[src/tpwm_defines.vh]
// register offsets, field positions, reset values and sizes of the pwm timer
`ifndef TPWM_DEFINES_VH
`define TPWM_DEFINES_VH

// ----------------------------------------------------------------
// register offsets
// ----------------------------------------------------------------
`define TPWM_ADDR_W 5
`define TPWM_OFF_CTRL1 5'h00
`define TPWM_OFF_CTRL23 5'h01
`define TPWM_OFF_IRQ_EN 5'h02
`define TPWM_OFF_FLAGS 5'h03
`define TPWM_CH_BASE 5'h08
`define TPWM_CH_STRIDE 5'h08
`define TPWM_SUB_PERIOD_LO 3'h0
`define TPWM_SUB_PERIOD_HI 3'h1
`define TPWM_SUB_DUTY_LO 3'h2
`define TPWM_SUB_DUTY_HI 3'h3
`define TPWM_SUB_COUNT_LO 3'h4
`define TPWM_SUB_COUNT_HI 3'h5
`define TPWM_SUB_LATCH_LO 3'h6
`define TPWM_SUB_LATCH_HI 3'h7

// ----------------------------------------------------------------
// field positions
// ----------------------------------------------------------------
`define TPWM_C1_OUT3_EN 7
`define TPWM_C1_OUT2_EN 6
`define TPWM_C1_OUT1_EN 5
`define TPWM_C1_ZERO 4
`define TPWM_C1_CNT1_EN 3
`define TPWM_C1_SEL1_HI 2
`define TPWM_C1_SEL1_LO 0
`define TPWM_C23_CNT3_EN 7
`define TPWM_C23_CNT2_EN 6
`define TPWM_C23_SEL3_HI 5
`define TPWM_C23_SEL3_LO 3
`define TPWM_C23_SEL2_HI 2
`define TPWM_C23_SEL2_LO 0

// ----------------------------------------------------------------
// reset values and sizes
// ----------------------------------------------------------------
`define TPWM_CTRL_RESET 8'h00
`define TPWM_CNT_W 10
`define TPWM_DIV_W 8
`define TPWM_CHANNELS 3

`endif

[src/tpwm_channel.v]
// one pwm channel: 10-bit counter, period compare, duty latch, output
`timescale 1ns/1ps
module tpwm_channel #(
  parameter CNT_W = 10
) (
  input wire clk,
  input wire arst_n,
  input wire tick,
  input wire [CNT_W-1:0] period,
  input wire [CNT_W-1:0] duty_buffer,
  output reg [CNT_W-1:0] channel_counter,
  output reg [CNT_W-1:0] duty_latch,
  output reg pwm_level,
  output reg match_pulse
);

  wire [CNT_W:0] count_sum;
  wire [CNT_W-1:0] count_inc;
  wire at_period;

  assign count_sum = {1'b0, channel_counter} + {{CNT_W{1'b0}}, 1'b1};
  assign count_inc = count_sum[CNT_W-1:0];
  assign at_period = (channel_counter == period);

  // ----------------------------------------------------------------
  // counter, duty latch and level
  // ----------------------------------------------------------------
  always @(posedge clk or negedge arst_n)
  begin
    if (!arst_n)
    begin
      channel_counter <= {CNT_W{1'b0}};
      duty_latch <= {CNT_W{1'b0}};
      pwm_level <= 1'b0;
      match_pulse <= 1'b0;
    end
    else
    begin
      match_pulse <= 1'b0;
      if (tick)
      begin
        if (at_period)
        begin
          channel_counter <= {CNT_W{1'b0}};
          duty_latch <= duty_buffer;
          pwm_level <= (duty_buffer != {CNT_W{1'b0}});
          match_pulse <= 1'b1;
        end
        else
        begin
          channel_counter <= count_inc;
          if (count_inc == duty_latch)
            pwm_level <= 1'b0;
        end
      end
    end
  end

endmodule

[src/tpwm_top.v]
// three-channel pwm timer with prescalers and a byte register port
//
// Functional notes
// - three independent pwm outputs, ten bits of period and duty each
// - each counter is a 10-bit up-counter behind a prescaler, read-only
// - clearing a counter enable stops that counter
// - on period match: clear counter, output high, latch duty, set flag
// - a latched duty of zero keeps the output low
// - period equals period value plus one, times clock and prescale
// - counter equal to latched duty drives the output low
// - duty buffer writable anytime, latched only at period match
// - high time equals duty times clock period and prescale ratio
// - counters halt in sleep unless a conversion is running
// - three-bit select gives ratios 1 to 256; reset clears it
// - counter counts to period then restarts from zero
// - control one: output enables 7..5, bit 4 zero, enable, select
// - control two: enables at 7 and 6, selects at 5..3 and 2..0
//
// Decided for this implementation: the address map and the plain strobed port.
`timescale 1ns/1ps
`include "tpwm_defines.vh"
module tpwm_top #(
  parameter CNT_W = `TPWM_CNT_W,
  parameter DIV_W = `TPWM_DIV_W
) (
  input wire clk,
  input wire arst_n,
  input wire [`TPWM_ADDR_W-1:0] reg_addr,
  input wire [7:0] reg_wdata,
  input wire reg_wr,
  input wire reg_rd,
  output reg [7:0] reg_rdata,
  input wire sleep_mode,
  input wire adc_running,
  output wire [2:0] channel_output,
  output wire [2:0] channel_output_oe,
  output wire irq
);

  // ----------------------------------------------------------------
  // prescale decode
  // ----------------------------------------------------------------
  function [DIV_W-1:0] prescale_mask;
    input [2:0] sel;
    reg [7:0] ones;
    begin
      // no 1:32 step: 1:16 jumps straight to 1:64
      case (sel)
        3'h0: ones = 8'h00;
        3'h1: ones = 8'h01;
        3'h2: ones = 8'h03;
        3'h3: ones = 8'h07;
        3'h4: ones = 8'h0F;
        3'h5: ones = 8'h3F;
        3'h6: ones = 8'h7F;
        default: ones = 8'hFF;
      endcase
      prescale_mask = ones[DIV_W-1:0];
    end
  endfunction

  // ----------------------------------------------------------------
  // register address decode
  // ----------------------------------------------------------------
  function addr_is;
    input [`TPWM_ADDR_W-1:0] addr;
    input [`TPWM_ADDR_W-1:0] offset;
    begin
      addr_is = (addr == offset);
    end
  endfunction

  // ----------------------------------------------------------------
  // control registers
  // ----------------------------------------------------------------
  reg [7:0] pwm_output_and_timer1_control;
  reg [7:0] timer2_timer3_control;
  reg [2:0] interrupt_enable_register;
  reg [2:0] channel_period_flag;

  wire counter1_enable;
  wire counter2_enable;
  wire counter3_enable;
  wire output1_enable;
  wire output2_enable;
  wire output3_enable;
  wire [2:0] counter1_prescale_sel;
  wire [2:0] counter2_prescale_sel;
  wire [2:0] counter3_prescale_sel;

  assign output3_enable = pwm_output_and_timer1_control[`TPWM_C1_OUT3_EN];
  assign output2_enable = pwm_output_and_timer1_control[`TPWM_C1_OUT2_EN];
  assign output1_enable = pwm_output_and_timer1_control[`TPWM_C1_OUT1_EN];
  assign counter1_enable = pwm_output_and_timer1_control[`TPWM_C1_CNT1_EN];
  assign counter1_prescale_sel =
    pwm_output_and_timer1_control[`TPWM_C1_SEL1_HI:`TPWM_C1_SEL1_LO];
  assign counter3_enable = timer2_timer3_control[`TPWM_C23_CNT3_EN];
  assign counter2_enable = timer2_timer3_control[`TPWM_C23_CNT2_EN];
  assign counter3_prescale_sel =
    timer2_timer3_control[`TPWM_C23_SEL3_HI:`TPWM_C23_SEL3_LO];
  assign counter2_prescale_sel =
    timer2_timer3_control[`TPWM_C23_SEL2_HI:`TPWM_C23_SEL2_LO];

  wire [2:0] cnt_enable;
  wire [2:0] out_enable;
  wire [8:0] sel_flat;

  assign cnt_enable = {counter3_enable, counter2_enable, counter1_enable};
  assign out_enable = {output3_enable, output2_enable, output1_enable};
  assign sel_flat = {counter3_prescale_sel, counter2_prescale_sel,
    counter1_prescale_sel};

  // sleep and adc status come from core logic on this clock
  wire halted;
  assign halted = sleep_mode & ~adc_running;

  wire ctrl1_hit;
  wire ctrl23_hit;
  wire irq_en_hit;
  wire flags_hit;

  assign ctrl1_hit = reg_wr && addr_is(reg_addr, `TPWM_OFF_CTRL1);
  assign ctrl23_hit = reg_wr && addr_is(reg_addr, `TPWM_OFF_CTRL23);
  assign irq_en_hit = reg_wr && addr_is(reg_addr, `TPWM_OFF_IRQ_EN);
  assign flags_hit = reg_wr && addr_is(reg_addr, `TPWM_OFF_FLAGS);

  always @(posedge clk or negedge arst_n)
  begin
    if (!arst_n)
    begin
      pwm_output_and_timer1_control <= `TPWM_CTRL_RESET;
      timer2_timer3_control <= `TPWM_CTRL_RESET;
      interrupt_enable_register <= 3'h0;
    end
    else
    begin
      if (ctrl1_hit)
      begin
        // bit 4 is held at zero
        pwm_output_and_timer1_control <= reg_wdata & 8'hEF;
      end
      if (ctrl23_hit)
        timer2_timer3_control <= reg_wdata;
      if (irq_en_hit)
        interrupt_enable_register <= reg_wdata[2:0];
    end
  end

  // ----------------------------------------------------------------
  // channels: prescaler, period and duty registers, counter
  // ----------------------------------------------------------------
  wire [CNT_W-1:0] count_w [0:2];
  wire [CNT_W-1:0] latch_w [0:2];
  wire [CNT_W-1:0] period_w [0:2];
  wire [CNT_W-1:0] duty_w [0:2];
  wire [2:0] match_w;
  wire [2:0] level_w;

  genvar i;
  generate
    for (i = 0; i < `TPWM_CHANNELS; i = i + 1)
    begin : g_ch
      localparam [31:0] BASE_FULL =
        `TPWM_CH_BASE + i * `TPWM_CH_STRIDE;
      localparam [`TPWM_ADDR_W-1:0] BASE = BASE_FULL[`TPWM_ADDR_W-1:0];
      reg [DIV_W-1:0] divider;
      reg [CNT_W-1:0] period_register;
      reg [CNT_W-1:0] duty_buffer;
      wire run;
      wire [DIV_W-1:0] mask;
      wire tick;
      wire [DIV_W:0] div_sum;
      wire ch_hit;

      assign run = cnt_enable[i] & ~halted;
      assign mask = prescale_mask(sel_flat[3*i+2:3*i]);
      assign tick = run && ((divider & mask) == mask);
      assign div_sum = {1'b0, divider} + {{DIV_W{1'b0}}, 1'b1};
      assign ch_hit = reg_wr && (reg_addr[`TPWM_ADDR_W-1:3] == BASE[4:3]);

      // free-running divider, frozen while the channel is stopped
      always @(posedge clk or negedge arst_n)
      begin
        if (!arst_n)
          divider <= {DIV_W{1'b0}};
        else if (run)
          divider <= div_sum[DIV_W-1:0];
      end

      // period and duty buffer written as low and high bytes
      always @(posedge clk or negedge arst_n)
      begin
        if (!arst_n)
        begin
          period_register <= {CNT_W{1'b0}};
          duty_buffer <= {CNT_W{1'b0}};
        end
        else if (ch_hit)
        begin
          case (reg_addr[2:0])
            `TPWM_SUB_PERIOD_LO: period_register[7:0] <= reg_wdata;
            `TPWM_SUB_PERIOD_HI:
              period_register[CNT_W-1:8] <= reg_wdata[CNT_W-9:0];
            `TPWM_SUB_DUTY_LO: duty_buffer[7:0] <= reg_wdata;
            `TPWM_SUB_DUTY_HI:
              duty_buffer[CNT_W-1:8] <= reg_wdata[CNT_W-9:0];
            default: ;
          endcase
        end
      end

      assign period_w[i] = period_register;
      assign duty_w[i] = duty_buffer;

      tpwm_channel #(
        .CNT_W(CNT_W)
      ) u_channel (
        .clk(clk),
        .arst_n(arst_n),
        .tick(tick),
        .period(period_register),
        .duty_buffer(duty_buffer),
        .channel_counter(count_w[i]),
        .duty_latch(latch_w[i]),
        .pwm_level(level_w[i]),
        .match_pulse(match_w[i])
      );

      // output gated by its enable; disabled means plain timer
      assign channel_output[i] = level_w[i] & out_enable[i];
      assign channel_output_oe[i] = out_enable[i];
    end
  endgenerate

  // ----------------------------------------------------------------
  // period flags: write one to clear, a new match wins over the clear
  // ----------------------------------------------------------------
  wire [2:0] flag_clear;
  assign flag_clear = flags_hit ? reg_wdata[2:0] : 3'h0;

  always @(posedge clk or negedge arst_n)
  begin
    if (!arst_n)
      channel_period_flag <= 3'h0;
    else
      channel_period_flag <= (channel_period_flag & ~flag_clear) |
        match_w;
  end

  assign irq = |(channel_period_flag & interrupt_enable_register);

  // ----------------------------------------------------------------
  // read port, data valid the cycle after the strobe
  // ----------------------------------------------------------------
  reg [7:0] next_rdata;
  reg [1:0] rd_ch;
  reg [CNT_W-1:0] rd_word;

  // counter and latch words have no write path

  always @*
  begin
    next_rdata = 8'h00;
    rd_ch = reg_addr[4:3] - 2'h1;
    rd_word = {CNT_W{1'b0}};
    case (reg_addr)
      `TPWM_OFF_CTRL1: next_rdata = pwm_output_and_timer1_control;
      `TPWM_OFF_CTRL23: next_rdata = timer2_timer3_control;
      `TPWM_OFF_IRQ_EN: next_rdata = {5'h00, interrupt_enable_register};
      `TPWM_OFF_FLAGS: next_rdata = {5'h00, channel_period_flag};
      default:
      begin
        if (reg_addr[4:3] != 2'h0)
        begin
          case (reg_addr[2:1])
            2'h0: rd_word = period_w[rd_ch];
            2'h1: rd_word = duty_w[rd_ch];
            2'h2: rd_word = count_w[rd_ch];
            default: rd_word = latch_w[rd_ch];
          endcase
          if (reg_addr[0])
            next_rdata = {6'h00, rd_word[CNT_W-1:8]};
          else
            next_rdata = rd_word[7:0];
        end
      end
    endcase
  end

  always @(posedge clk or negedge arst_n)
  begin
    if (!arst_n)
      reg_rdata <= 8'h00;
    else if (reg_rd)
      reg_rdata <= next_rdata;
    else
      reg_rdata <= 8'h00;
  end

endmodule

[config.mk]
export PLATFORM = sky130hd
export DESIGN_NAME = tpwm_top
export DESIGN_NICKNAME = d
export VERILOG_FILES = /design/src/tpwm_channel.v /design/src/tpwm_top.v
export VERILOG_INCLUDE_DIRS = /design/src
export SDC_FILE = /design/constraint.sdc
export NUM_CORES = 1
export LEC_CHECK = 0
export BUFFER_PORTS_ARGS = -buffer_cell sky130_fd_sc_hd__buf_2
export CORE_ASPECT_RATIO = 2
export CORE_MARGIN = 3
export CORE_UTILIZATION = 66
export CTS_CLUSTER_SIZE = 14
export DETAILED_ROUTE_END_ITERATION = 7
export GPL_TIMING_DRIVEN = 0
export PLACE_DENSITY = 0.87
export SLEW_MARGIN = 20
export SYNTH_ARGS = -nofsm -noshare
export SYNTH_HDL_FRONTEND = slang
export SYNTH_SLANG_ARGS = --single-unit
[constraint.sdc]
create_clock -name clk -period 4.6 [get_ports clk]
set_input_delay 0.92 -clock clk [delete_from_list [all_inputs] [get_ports clk]]
set_output_delay 0.92 -clock clk [all_outputs]
set_load 0.01 [all_outputs]
* Word level (Yosys, flattened, before mapping)
Cells that the tools add are included.
Operators by class: $add $sub $neg 7, bitwise logic cells 17, multiplexer cells 36, $lt $le $gt $ge 1, equal/unequal tests 38, reduce and logical (&&, ||, !) cells 42
Operators by type and width (number):
- $pmux 8 s7 | 3
- $mux 10 | 11
- $bmux 10 s2 | 4
- $eq 10x10->1 | 6
- $reduce_and 2->1 | 18
- $pmux 8 s4 | 1
- $add 10x1->10 const B | 3
- $pmux 10 s3 | 1
- $reduce_bool 10->1 | 3
- $eq 3x3->1 const B | 9
- $add 8x1->8 const B | 3
- $and 8x8->8 | 3
- $eq 3x2->1 const B | 8
- $eq 8x8->1 | 3
- $mux 8 | 3
- $eq 3x1->1 const B | 4
- $logic_not 3->1 | 4
- $mux 1 | 12
- $eq 5x2->1 const B | 2
- $logic_and 1x1->1 | 10
- $reduce_bool 2->1 | 4
- $and 1x1->1 | 7
- $and 3x3->3 | 2
- $eq 2x2->1 const B | 3
- 12 further kinds | 14
Storage, ports and cells: word-level logic and storage cells 173, bits in registers 179, output and inout bits 15, input bits 19

* Longest topological paths before layout
Gate-level depths: netlist (run 1).
depth in word-level cells 10, mapped depth 13, gate-level depth less buffers 8

* By module
From an unflattened synthesis (run 1), not the netlist that was laid out.
Unflattened totals: cells, all modules 962, area, all modules 10425.0 um^2
Modules (own cells, without submodules):
- tpwm_top | sequential area each 2827.7 um^2, times used 1, area each 5988.2 um^2, cells an instance 524
- tpwm_channel | sequential area each 550.5 um^2, times used 3, area each 1478.9 um^2, cells an instance 146

* Worst setup path before layout (run 1)
Ideal clock, no wire load.
path type in2reg, start input reg_addr[3], end register reg_rdata[3], cell stages on the path 11, slack 1.365 ns, library setup time 0.119 ns, buffers on the path 5, data arrival time 3.116 ns, required time 4.481 ns, cell sequence buf_2 -> inv_1 -> clkbuf_1 -> ha_1 -> clkbuf_1 -> buf_2 -> buf_4 -> mux2_2 -> a221oi_1 -> nor3_1 -> o21a_1
Between the ends: word-level cells in the longest chain between the ends 10, elaborated cells on any way between the ends 24, classes of those cells add/sub (1); eq/ne (3); mux (17); bitwise (1); reduce/logical (2)
RTL lines:
- start: declaration | line tpwm_top.v:28 | input wire [`TPWM_ADDR_W-1:0] reg_addr,
- $sub 2x1->2 | line tpwm_top.v:264 | rd_ch = reg_addr[4:3] - 2'h1;
- $not 2->3 (implied by the code)
- $bmux 10 s2 (on tied branches)
- $mux 10 (on tied branches) (2 in a row)
- $pmux 10 s3 | line tpwm_top.v:275 | case (reg_addr[2:1])
- $mux 8 | line tpwm_top.v:281 | if (reg_addr[0])
- $mux 8 | line tpwm_top.v:273 | if (reg_addr[4:3] != 2'h0)
- $pmux 8 s4 * | line tpwm_top.v:266 | case (reg_addr)
- $mux 8 * | line tpwm_top.v:294 | else if (reg_rd)
- end signal: assignment | line tpwm_top.v:295 | reg_rdata <= next_rdata;
- end: declaration | line tpwm_top.v:32 | output reg [7:0] reg_rdata,
Mark *: on every way between the ends. The rest lies on a longest branch, timed or not. The select of a mux whose other input is x is not followed. A chain may end at the register's enable or synchronous reset.

* Worst setup path in the final report (run 1)
start input reg_addr[3], end register reg_rdata[4]
Same word-level chain as after synthesis.

==> flow_summary.toml, run 1 <==
[yosys]
synth_cells = 945
yosys.area.top_type = "dfrtp_1"
ys_seq_area_share_pct = 43.9
synth_area_per_cell_um2 = 10.8
syn_area_um2 = 10200
yosysTopAreaCellShare_pct = 43.9
synth.area.top_cells = "dfrtp_1, mux2_2, xnor2_1, mux2i_1, o21ai_0"
syn-num-nets = 974
synth_edf_count = 0
synthFlopType = "dfrtp_1"
synth_seq_cells = 179
async_flop_share_pct = 100
ys_types = 70
yosysWarningCount = 0

[global_route]
antenna_found_initial = 0
first_global_vias = 8479
grt_max_degree = 97
grt_use_total_pct = 37.7
grt_pass1_wl_um = 47800
gr-total-overflow = 0

[floorplan]
rows = 63
start_util_pct = 68.1
fp.dieH_um = 182
io_pins = 34
die_w_um = 93.9
dieArea_um2 = 17100
core_um2 = 15000

[cells_and_area]
postLayoutCoreUtil_pct = 74.8
final_common_cell = "dfrtp_1"
final_layout_size_suffix_gt1_share_pct = 21.0
post_layout_nonfiller_instances = 1200
areaGrowthSynthToFinish_pct = 9.76
layout_common_cells = "dfrtp_1, mux2_2, xnor2_1"
nNetsFinal = 1023

[timing]
fin_crit_sh_pct = 89.6
worst-slew-pin-transition_ns = 0.815
finalCriticalPeriod_ns = 4.12
fmax_ghz = 0.243
setup_violations = 0
finalHoldViolCount = 0
rsz0062_at_grt = "no"
maxSlewViolCount = 0
relSlewSlack_pct = 45.2
finClkSkew_ns = 0.0104

[clocking]
cts_tree = "built"
holdBufCountCts = 0
clk_path_buf_depth = 2
clockRootBuffer = "clkbuf_16"
post-cts-setup-buffers = 0
numCtsBuffers = 17
clk_pin_slew_ns = 0.06
clock_latency_ns = 0.44
h-tree-depth = 4
cts.sinks = 179
cts_resized = 0

[setup_path]
ff2ff_setup_slack_ns = 2.01
critical_path.slowest_cell = "a221oi_1"
cpLargestDelayFamily = "buffers and inverters"
critPathBufInv = 7
crit_type = "input port to flip-flop"
crit_top_cell = "buf_2"
required_ns = 4.93
end_kind = "flip-flop"
critical_path.cell_chain = "buf_2 -> buf_2 -> inv_1 -> clkbuf_1 -> ha_1 -> clkbuf_1 -> buf_2 -> buf_4 -> mux2i_1 -> o22ai_1 -> a221oi_1 -> o21ai_0 -> and2_1"
ff2ff_path_depth = 7
critPathLaunchType = "input port"
r2r-start = "g_ch[1].u_channel.channel_counter[1]"
critical_path_peak_fanout = 11
crit_arrival_ns = 4.45
slowest_delay_ns = 0.68
cp-startpoint = "reg_addr[3]"
crit_cells = 13

[run_status]
outcome = "finished clean"

[detailed_routing]
drt-pass1-iter-count = 6
ant_nets = 0
via_per_inst = 6.83
wl_um = 30700
num_vias = 8190
post-route-drc-count = 0
drt_iter0_markers = 603
wl_per_cell_um = 25.6

[power]
combinationalPowerShare_pct = 27.2
clkPwrFrac_pct = 27.5
p_int_mw = 3.37
ir_drop_mv = 0.351
seqPwrFrac_pct = 45.3
swShare_pct = 34.9
power.density_nw_per_um2 = 463
power_mw = 5.18
switching_power_mw = 1.81
p_leak_nw = 5.01

[place]
place_congestion = 1.03
io_buffers = 29
dp_hpwl_um = 22500
placedCellCount = 1170

[hold_path]
min_path_type = "input port to async pin"

[flow_run]
drv_cap = 0
==> cell usage after synthesis, types with 15 or more instances <==
master and instances:
o31ai_1 15, o21ai_1 15, buf_2 23, nor2_1 37
mux2_4 15, o21ai_0 46, mux2_2 90, dfrtp_1 179
mux2_1 15, xor2_1 21, mux2i_1 39, nand4_1 23
xnor2_1 64, clkbuf_1 31, nand3_1 33, inv_1 16
nand2_1 53
==> final timing paths <==
| kind | endpoint |
|---|---|
| min in group clk | channel_period_flag[0] |
| max | reg_rdata[4] |
| min | g_ch[0].period_register[3] |
| max in group asynchronous | timer2_timer3_control[3] |
| min reg2reg | channel_period_flag[0] |
| max reg2reg | g_ch[1].u_channel.pwm_level |
==> final cells by class <==
type | instances | area, µm²
clock buffers | 21 | 460
fillers | 1072 | 3780
multi-input cells | 681 | 5330
plain buffers | 68 | 333
diodes | 1 | 2.50
repair buffers | 30 | 183
clock inverters | 8 | 106
inverters | 17 | 63.8
flip-flops and latches | 179 | 4480
well taps | 195 | 244
==> state kept, by name, summed over array words and instances, names as in the netlist <==
register / cells
g_ch.period_register: 30
pwm_output_and_timer1_control: 7
g_ch.duty_buffer: 30
channel_period_flag: 3
g_ch.divider: 24
reg_rdata: 8
g_ch.u_channel.duty_latch: 30
g_ch.u_channel.channel_counter: 30
timer2_timer3_control: 8
g_ch.u_channel.match_pulse: 3
interrupt_enable_register: 3
g_ch.u_channel.pwm_level: 3
==> cell families (layout without fill, tap and decap cells) <==
group	Yosys count	in the layout	share of synthesized area (%)
AND/OR/NAND/NOR	240	240	13.0
AO/OA/AOI/OAI	185	185	12.6
flip-flops	179	179	43.9
multiplexers	161	161	18.1
XOR/XNOR	85	85	7.30
buffers and inverters	85	144	3.89
adder cells (fa/ha/maj)	10	10	1.23
other	0	1	0
==> power groups by stage <==
| stage | clock [mW] | sequential (mW) | combinational [mW] |
|---|---|---|---|
| 2_1_floorplan | 0 | 2.16 | 1.04 |
| 3_3_place_gp | 0 | 2.32 | 1.30 |
| 3_5_place_dp | 0 | 2.34 | 1.37 |
| 4_1_cts | 1.43 | 2.32 | 1.39 |
| 5_1_grt | 1.49 | 2.37 | 1.53 |
| 6_report | 1.42 | 2.35 | 1.41 |
==> routing by layer <==
| layer | wire length [µm] | GRT usage (%) | vias to the layer above | part of all wire, % |
|---|---|---|---|---|
| met1 | 9890 | 38.5 | 4018 | 32 |
| li1 | - | - | 3545 | - |
| met5 | 0 | 0 | - | 0 |
| met4 | 3360 | 32.2 | 0 | 11 |
| met3 | 1910 | 7.59 | 196 | 6.2 |
| met2 | 15500 | 63.7 | 431 | 51 |
==> metrics by stage <==
stage / cell area (µm²) / TNS [ns] / hold slack [ns] / setup WS [ns]
global route: 11200 / 0 / 0.451 / 0.438
detailed placement: 10600 / 0 / 0.424 / 0.174
floorplan: 10200 / 0 / 0.404 / 1.37
CTS: 11200 / 0 / 0.439 / 0.599
global placement: 10600 / -22.98 / 0.412 / -0.143
finish: 11200 / 0 / 0.432 / 0.478
(Power assumes the default switching activity.)
==> inputs of run 2 (changes only) <==
--- a/config.mk
+++ b/config.mk
@@ -6,6 +6,7 @@
 export SDC_FILE = /design/constraint.sdc
 export NUM_CORES = 1
 export LEC_CHECK = 0
+export ABC_CLOCK_PERIOD_IN_PS = 4600
 export BUFFER_PORTS_ARGS = -buffer_cell sky130_fd_sc_hd__buf_2
 export CORE_ASPECT_RATIO = 2
 export CORE_MARGIN = 3
@@ -17,4 +18,5 @@
 export SLEW_MARGIN = 20
 export SYNTH_ARGS = -nofsm -noshare
 export SYNTH_HDL_FRONTEND = slang
+export SYNTH_HIERARCHICAL = 1
 export SYNTH_SLANG_ARGS = --single-unit
==> flow_summary.toml, run 2 <==
[place]
dp_hpwl_um = 23900
dpl-instance-area_um2 = 10900
placedCellCount = 1194
dpl_worst_slack_ns = 0.704
io_buffers = 32
place_congestion = 1.14

[detailed_routing]
drt_iter0_markers = 660
drt-pass1-iter-count = 5
wl_um = 33000
wl_per_cell_um = 26.9
via_per_inst = 6.90
ant_nets = 0
post-route-drc-count = 0
num_vias = 8457

[timing]
finClkSkew_ns = 0.0102
fin_ws_ns = 0.768
maxSlewViolCount = 0
finalHoldViolCount = 0
setup_tns_ns = 0
relSlewSlack_pct = 36.9
fin_crit_sh_pct = 83.3
finalCriticalPeriod_ns = 3.83
worst-slew-pin-transition_ns = 0.947
setup_violations = 0
hold_ws_ns = 0.357
fmax_ghz = 0.261
rsz0062_at_grt = "no"

[yosys]
yosysMostFrequentCell = "dfrtp_1"
synth.area.top_cells = "dfrtp_1, mux2_2, mux2i_1, xor2_1, mux2_4"
ys_seq_area_share_pct = 43.0
yosysTopAreaCellShare_pct = 43.0
syn_area_um2 = 10400
ys_types = 69
synthFlopType = "dfrtp_1"
async_flop_share_pct = 100
yosysWarningCount = 6
syn-num-nets = 991
yosys.area.top_type = "dfrtp_1"
synth_cells = 962
synth_seq_cells = 179
synth_area_per_cell_um2 = 10.8
synth_common_cells = "dfrtp_1, mux2_2, nand2_1"
synth_edf_count = 0

[global_route]
grt_use_total_pct = 40.2
first_global_vias = 8816
grt_max_degree = 79
grt_pass1_wl_um = 50800
antenna_found_initial = 0
gr-total-overflow = 0

[cells_and_area]
areaGrowthSynthToFinish_pct = 10.2
final_layout_size_suffix_gt1_share_pct = 24.3
final_common_cell = "dfrtp_1"
fin_area_um2 = 11500
post_layout_nonfiller_instances = 1226
diodes = 0
layout_common_cells = "dfrtp_1, mux2_2, nand2_1"
postLayoutCoreUtil_pct = 74.7
nNetsFinal = 1044

[setup_path]
crit_type = "input port to flip-flop"
ff2ff_setup_slack_ns = 1.59
end_kind = "flip-flop"
r2r-start = "pwm_output_and_timer1_control[3]"
critPathLaunchType = "input port"
cp-startpoint = "reg_addr[3]"
ff2ff_path_depth = 8
critPathCapture = "reg_rdata[4]"
critical_path_peak_fanout = 11
r2r-end = "g_ch[0].u_channel/duty_latch[7]"
crit_arrival_ns = 4.11
required_ns = 4.88

[flow_run]
drv_cap = 0

[clocking]
clk_pin_slew_ns = 0.07
clk_path_buf_depth = 2
holdBufCountCts = 0
clockRootBuffer = "clkbuf_16"
clock_latency_ns = 0.45
cts_resized = 0
cts_tree = "built"
cts.sinks = 179
h-tree-depth = 4
post-cts-setup-buffers = 0
numCtsBuffers = 17

[power]
swShare_pct = 36.3
p_leak_nw = 5.43
switching_power_mw = 1.90
p_int_mw = 3.34
seqPwrFrac_pct = 45.3
ir_drop_mv = 0.363
combinationalPowerShare_pct = 26.5
power_mw = 5.25
power.density_nw_per_um2 = 457
clkPwrFrac_pct = 28.3

[floorplan]
dieArea_um2 = 17400
start_util_pct = 67.8
core_um2 = 15400
rows = 64
io_pins = 34
fp.dieH_um = 184
die_w_um = 94.9

[hold_path]
min_path_type = "input port to async pin"

[run_status]
outcome = "finished clean"
[run 2: cell count changes in the layout (fill, tap and decap cells not counted), sizes merged, moves of 14 or more]
cell / delta
buf: +22
xnor2: -34
a22o: +24
xor2: +30
inv: +16
o21ai: -18
nand2: +15
nand4: -14
nor2: +28
clkbuf: -27
[run 2: cells by family after synthesis]
group                    synth area share [%]
XOR/XNOR                                 6.81
multiplexers                             18.0
adder cells (fa/ha/maj)                  1.20
flip-flops                               43.0
AND/OR/NAND/NOR                          14.1
buffers and inverters                    4.62
AO/OA/AOI/OAI                            12.4
[run 2: cell type report]
type	instances	area, µm²
Timing Repair Buffer	34	225
Clock buffer	19	453
Clock inverter	13	139
Multi-Input combinational cell	698	5460
Fill cell	1097	3880
Buffer	61	392
Tap cell	198	248
Sequential cell	179	4480
Inverter	24	90.1
[run 2: how the worst min path moves through the flow]
stage               cells after the start                           from                      to  slack [ns]
floorplan                               1  g_ch[0].u_channel/match_pulse  channel_period_flag[0]        0.40
global placement                        1  g_ch[1].u_channel/match_pulse  channel_period_flag[1]        0.41
detailed placement                      1  g_ch[0].u_channel/match_pulse  channel_period_flag[0]        0.42
CTS                                     1                         arst_n  g_ch[2].duty_buffer[5]        0.36
global route                            1                         arst_n  g_ch[2].duty_buffer[5]        0.37
finish                                  1                         arst_n  g_ch[2].duty_buffer[2]        0.36
[run 2: power groups by stage]
stage	registers [mW]	logic [mW]	clock network (mW)
after global placement	2.35	1.29	0
after floorplan	2.17	1.04	0
after global routing	2.40	1.50	1.55
after detailed placement	2.37	1.34	0
after CTS	2.34	1.36	1.49
final	2.38	1.39	1.48
[run 2: metal layers]
metal / routed length [µm] / track usage [%]
met1: 10400 / 41.5
met2: 16300 / 65.4
met3: 2390 / 9.14
met4: 3890 / 37.4
met5: 0 / 0
[run 2: critical path, cell delays in order]
cell      delay (ns)
buf_2           0.12
buf_2           0.25
inv_1           0.12
clkbuf_1        0.28
ha_1            0.38
buf_4           0.19
buf_2           0.35
mux2i_1         0.31
o22ai_1         0.14
a221oi_1        0.84
o31ai_1         0.19
==> inputs of run 3 (changes only) <==
--- a/config.mk
+++ b/config.mk
@@ -6,15 +6,15 @@
 export SDC_FILE = /design/constraint.sdc
 export NUM_CORES = 1
 export LEC_CHECK = 0
-export ABC_CLOCK_PERIOD_IN_PS = 4600
+export ABC_CLOCK_PERIOD_IN_PS = 3300
 export BUFFER_PORTS_ARGS = -buffer_cell sky130_fd_sc_hd__buf_2
 export CORE_ASPECT_RATIO = 2
 export CORE_MARGIN = 3
-export CORE_UTILIZATION = 66
+export CORE_UTILIZATION = 57
 export CTS_CLUSTER_SIZE = 14
 export DETAILED_ROUTE_END_ITERATION = 7
 export GPL_TIMING_DRIVEN = 0
-export PLACE_DENSITY = 0.87
+export PLACE_DENSITY = 0.8
 export SLEW_MARGIN = 20
 export SYNTH_ARGS = -nofsm -noshare
 export SYNTH_HDL_FRONTEND = slang
==> constraint.sdc (replaced) <==
create_clock -name clk -period 3.3 [get_ports clk]
set_input_delay 0.66 -clock clk [delete_from_list [all_inputs] [get_ports clk]]
set_output_delay 0.66 -clock clk [all_outputs]
set_load 0.01 [all_outputs]
==> flow_summary.toml, run 3 (synthesized netlist as in run 2, its figures left out) <==
[clocking]
clk_path_buf_depth = 2
numCtsBuffers = 17
cts_tree = "built"
clockRootBuffer = "clkbuf_16"
cts.sinks = 179
clk_pin_slew_ns = 0.07
h-tree-depth = 4
clock_latency_ns = 0.44

[setup_path]
crit_type = "input port to flip-flop"
crit_arrival_ns = 3.48
critPathLaunchType = "input port"
ff2ff_setup_slack_ns = 0.36
required_ns = 3.60
critical_path_peak_fanout = 11
end_kind = "flip-flop"

[place]
placedCellCount = 1209
dpl-instance-area_um2 = 10900
io_buffers = 32
place_congestion = 1.03
dp_hpwl_um = 24900

[cells_and_area]
postLayoutCoreUtil_pct = 64.4
nNetsFinal = 1044
fillers = 1424
diodes = 0
post_layout_nonfiller_instances = 1240
areaGrowthSynthToFinish_pct = 10.3
final_common_cell = "dfrtp_1"
final_layout_size_suffix_gt1_share_pct = 24.2
layout_common_cells = "dfrtp_1, mux2_2, nand2_1"
fin_area_um2 = 11500

[global_route]
gr-total-overflow = 0
antenna_found_initial = 0
grt_pass1_wl_um = 50000
grt_use_total_pct = 34.1
grt_max_degree = 81
first_global_vias = 8437

[floorplan]
die_w_um = 102
rows = 69
start_util_pct = 58.3
dieArea_um2 = 20000
fp.dieH_um = 197
io_pins = 34
core_um2 = 17900

[run_status]
outcome = "finished clean"

[timing]
maxSlewViolCount = 0
relSlewSlack_pct = 43.8
finalCriticalPeriod_ns = 3.18
setup_violations = 0
rsz0062_at_grt = "no"
fmax_ghz = 0.315
worst-slew-pin-transition_ns = 0.843
finalHoldViolCount = 0
finClkSkew_ns = 0.00890
fin_crit_sh_pct = 96.2
setup_tns_ns = 0

[hold_path]
min_path_type = "input port to async pin"

[flow_run]
drv_cap = 0

[detailed_routing]
via_per_inst = 6.61
post-route-drc-count = 0
drt-pass1-iter-count = 8
wl_per_cell_um = 26.4
num_vias = 8191
wl_um = 32700
ant_nets = 0
drt_iter0_markers = 606

[power]
ir_drop_mv = 0.451
power.density_nw_per_um2 = 631
p_leak_nw = 5.41
[run 3: stage by stage]
step                hold WS (ns)  power [mW]  worst slack, ns
finish                    0.0897        7.26            0.124
global route               0.107        7.56           0.0739
detailed placement         0.415        5.19           -0.341
CTS                       0.0917        7.23            0.107
floorplan                  0.364        4.47            0.632
global placement           0.409        5.11            -1.22
[run 3: layout make-up]
cell class / instances / area (µm²) / share of cell area [%]
multi-input combinational: 698 / 5460 / 47.5
inverter: 24 / 90.1 / 0.783
clock inverter: 13 / 154 / 1.34
timing repair buffer: 34 / 225 / 1.96
buffer: 61 / 393 / 3.42
tap: 213 / 267 / 2.32
clock buffer: 18 / 429 / 3.73
sequential: 179 / 4480 / 38.9
[run 3: routing by layer]
layer / track usage [%] / up-vias / part of all wire (%)
li1: - / 3603 / -
met1: 35.4 / 4087 / 34
met2: 58.8 / 338 / 52
met3: 4.98 / 163 / 3.9
met4: 28.6 / 0 / 10
met5: 0 / - / 0
[run 3: timing repair]
| action | in CTS | in global routing |
|---|---|---|
| hold buffers | 0 | 0 |
| buffers inserted | 0 | 0 |
| setup endpoints to repair | 0 | 2 |
| resized for setup | 0 | 2 |
[run 3: final timing paths]
path	cells after the start	to	from
max in group asynchronous	2	g_ch[0].period_register[6]	arst_n
max	11	reg_rdata[3]	reg_addr[3]
max reg2reg	8	g_ch[0].u_channel/duty_latch[0]	pwm_output_and_timer1_control[3]
min reg2reg	1	channel_period_flag[1]	g_ch[1].u_channel/match_pulse
min in group clk	1	channel_period_flag[1]	g_ch[1].u_channel/match_pulse
min	1	g_ch[0].divider[3]	arst_n
[run 3: critical path: stages]
cell      delay [ns]
buf_2           0.11
buf_2           0.20
inv_1           0.13
clkbuf_1        0.40
ha_1            0.31
buf_4           0.18
buf_2           0.23
mux2i_1         0.19
o21ai_0         0.44
a221oi_1        0.20
o32ai_1         0.40
[run 3: power breakdown]
part / internal (mW) / switching, mW
logic: 0.920 / 1.01
registers: 2.63 / 0.643
clock network: 1.13 / 0.924
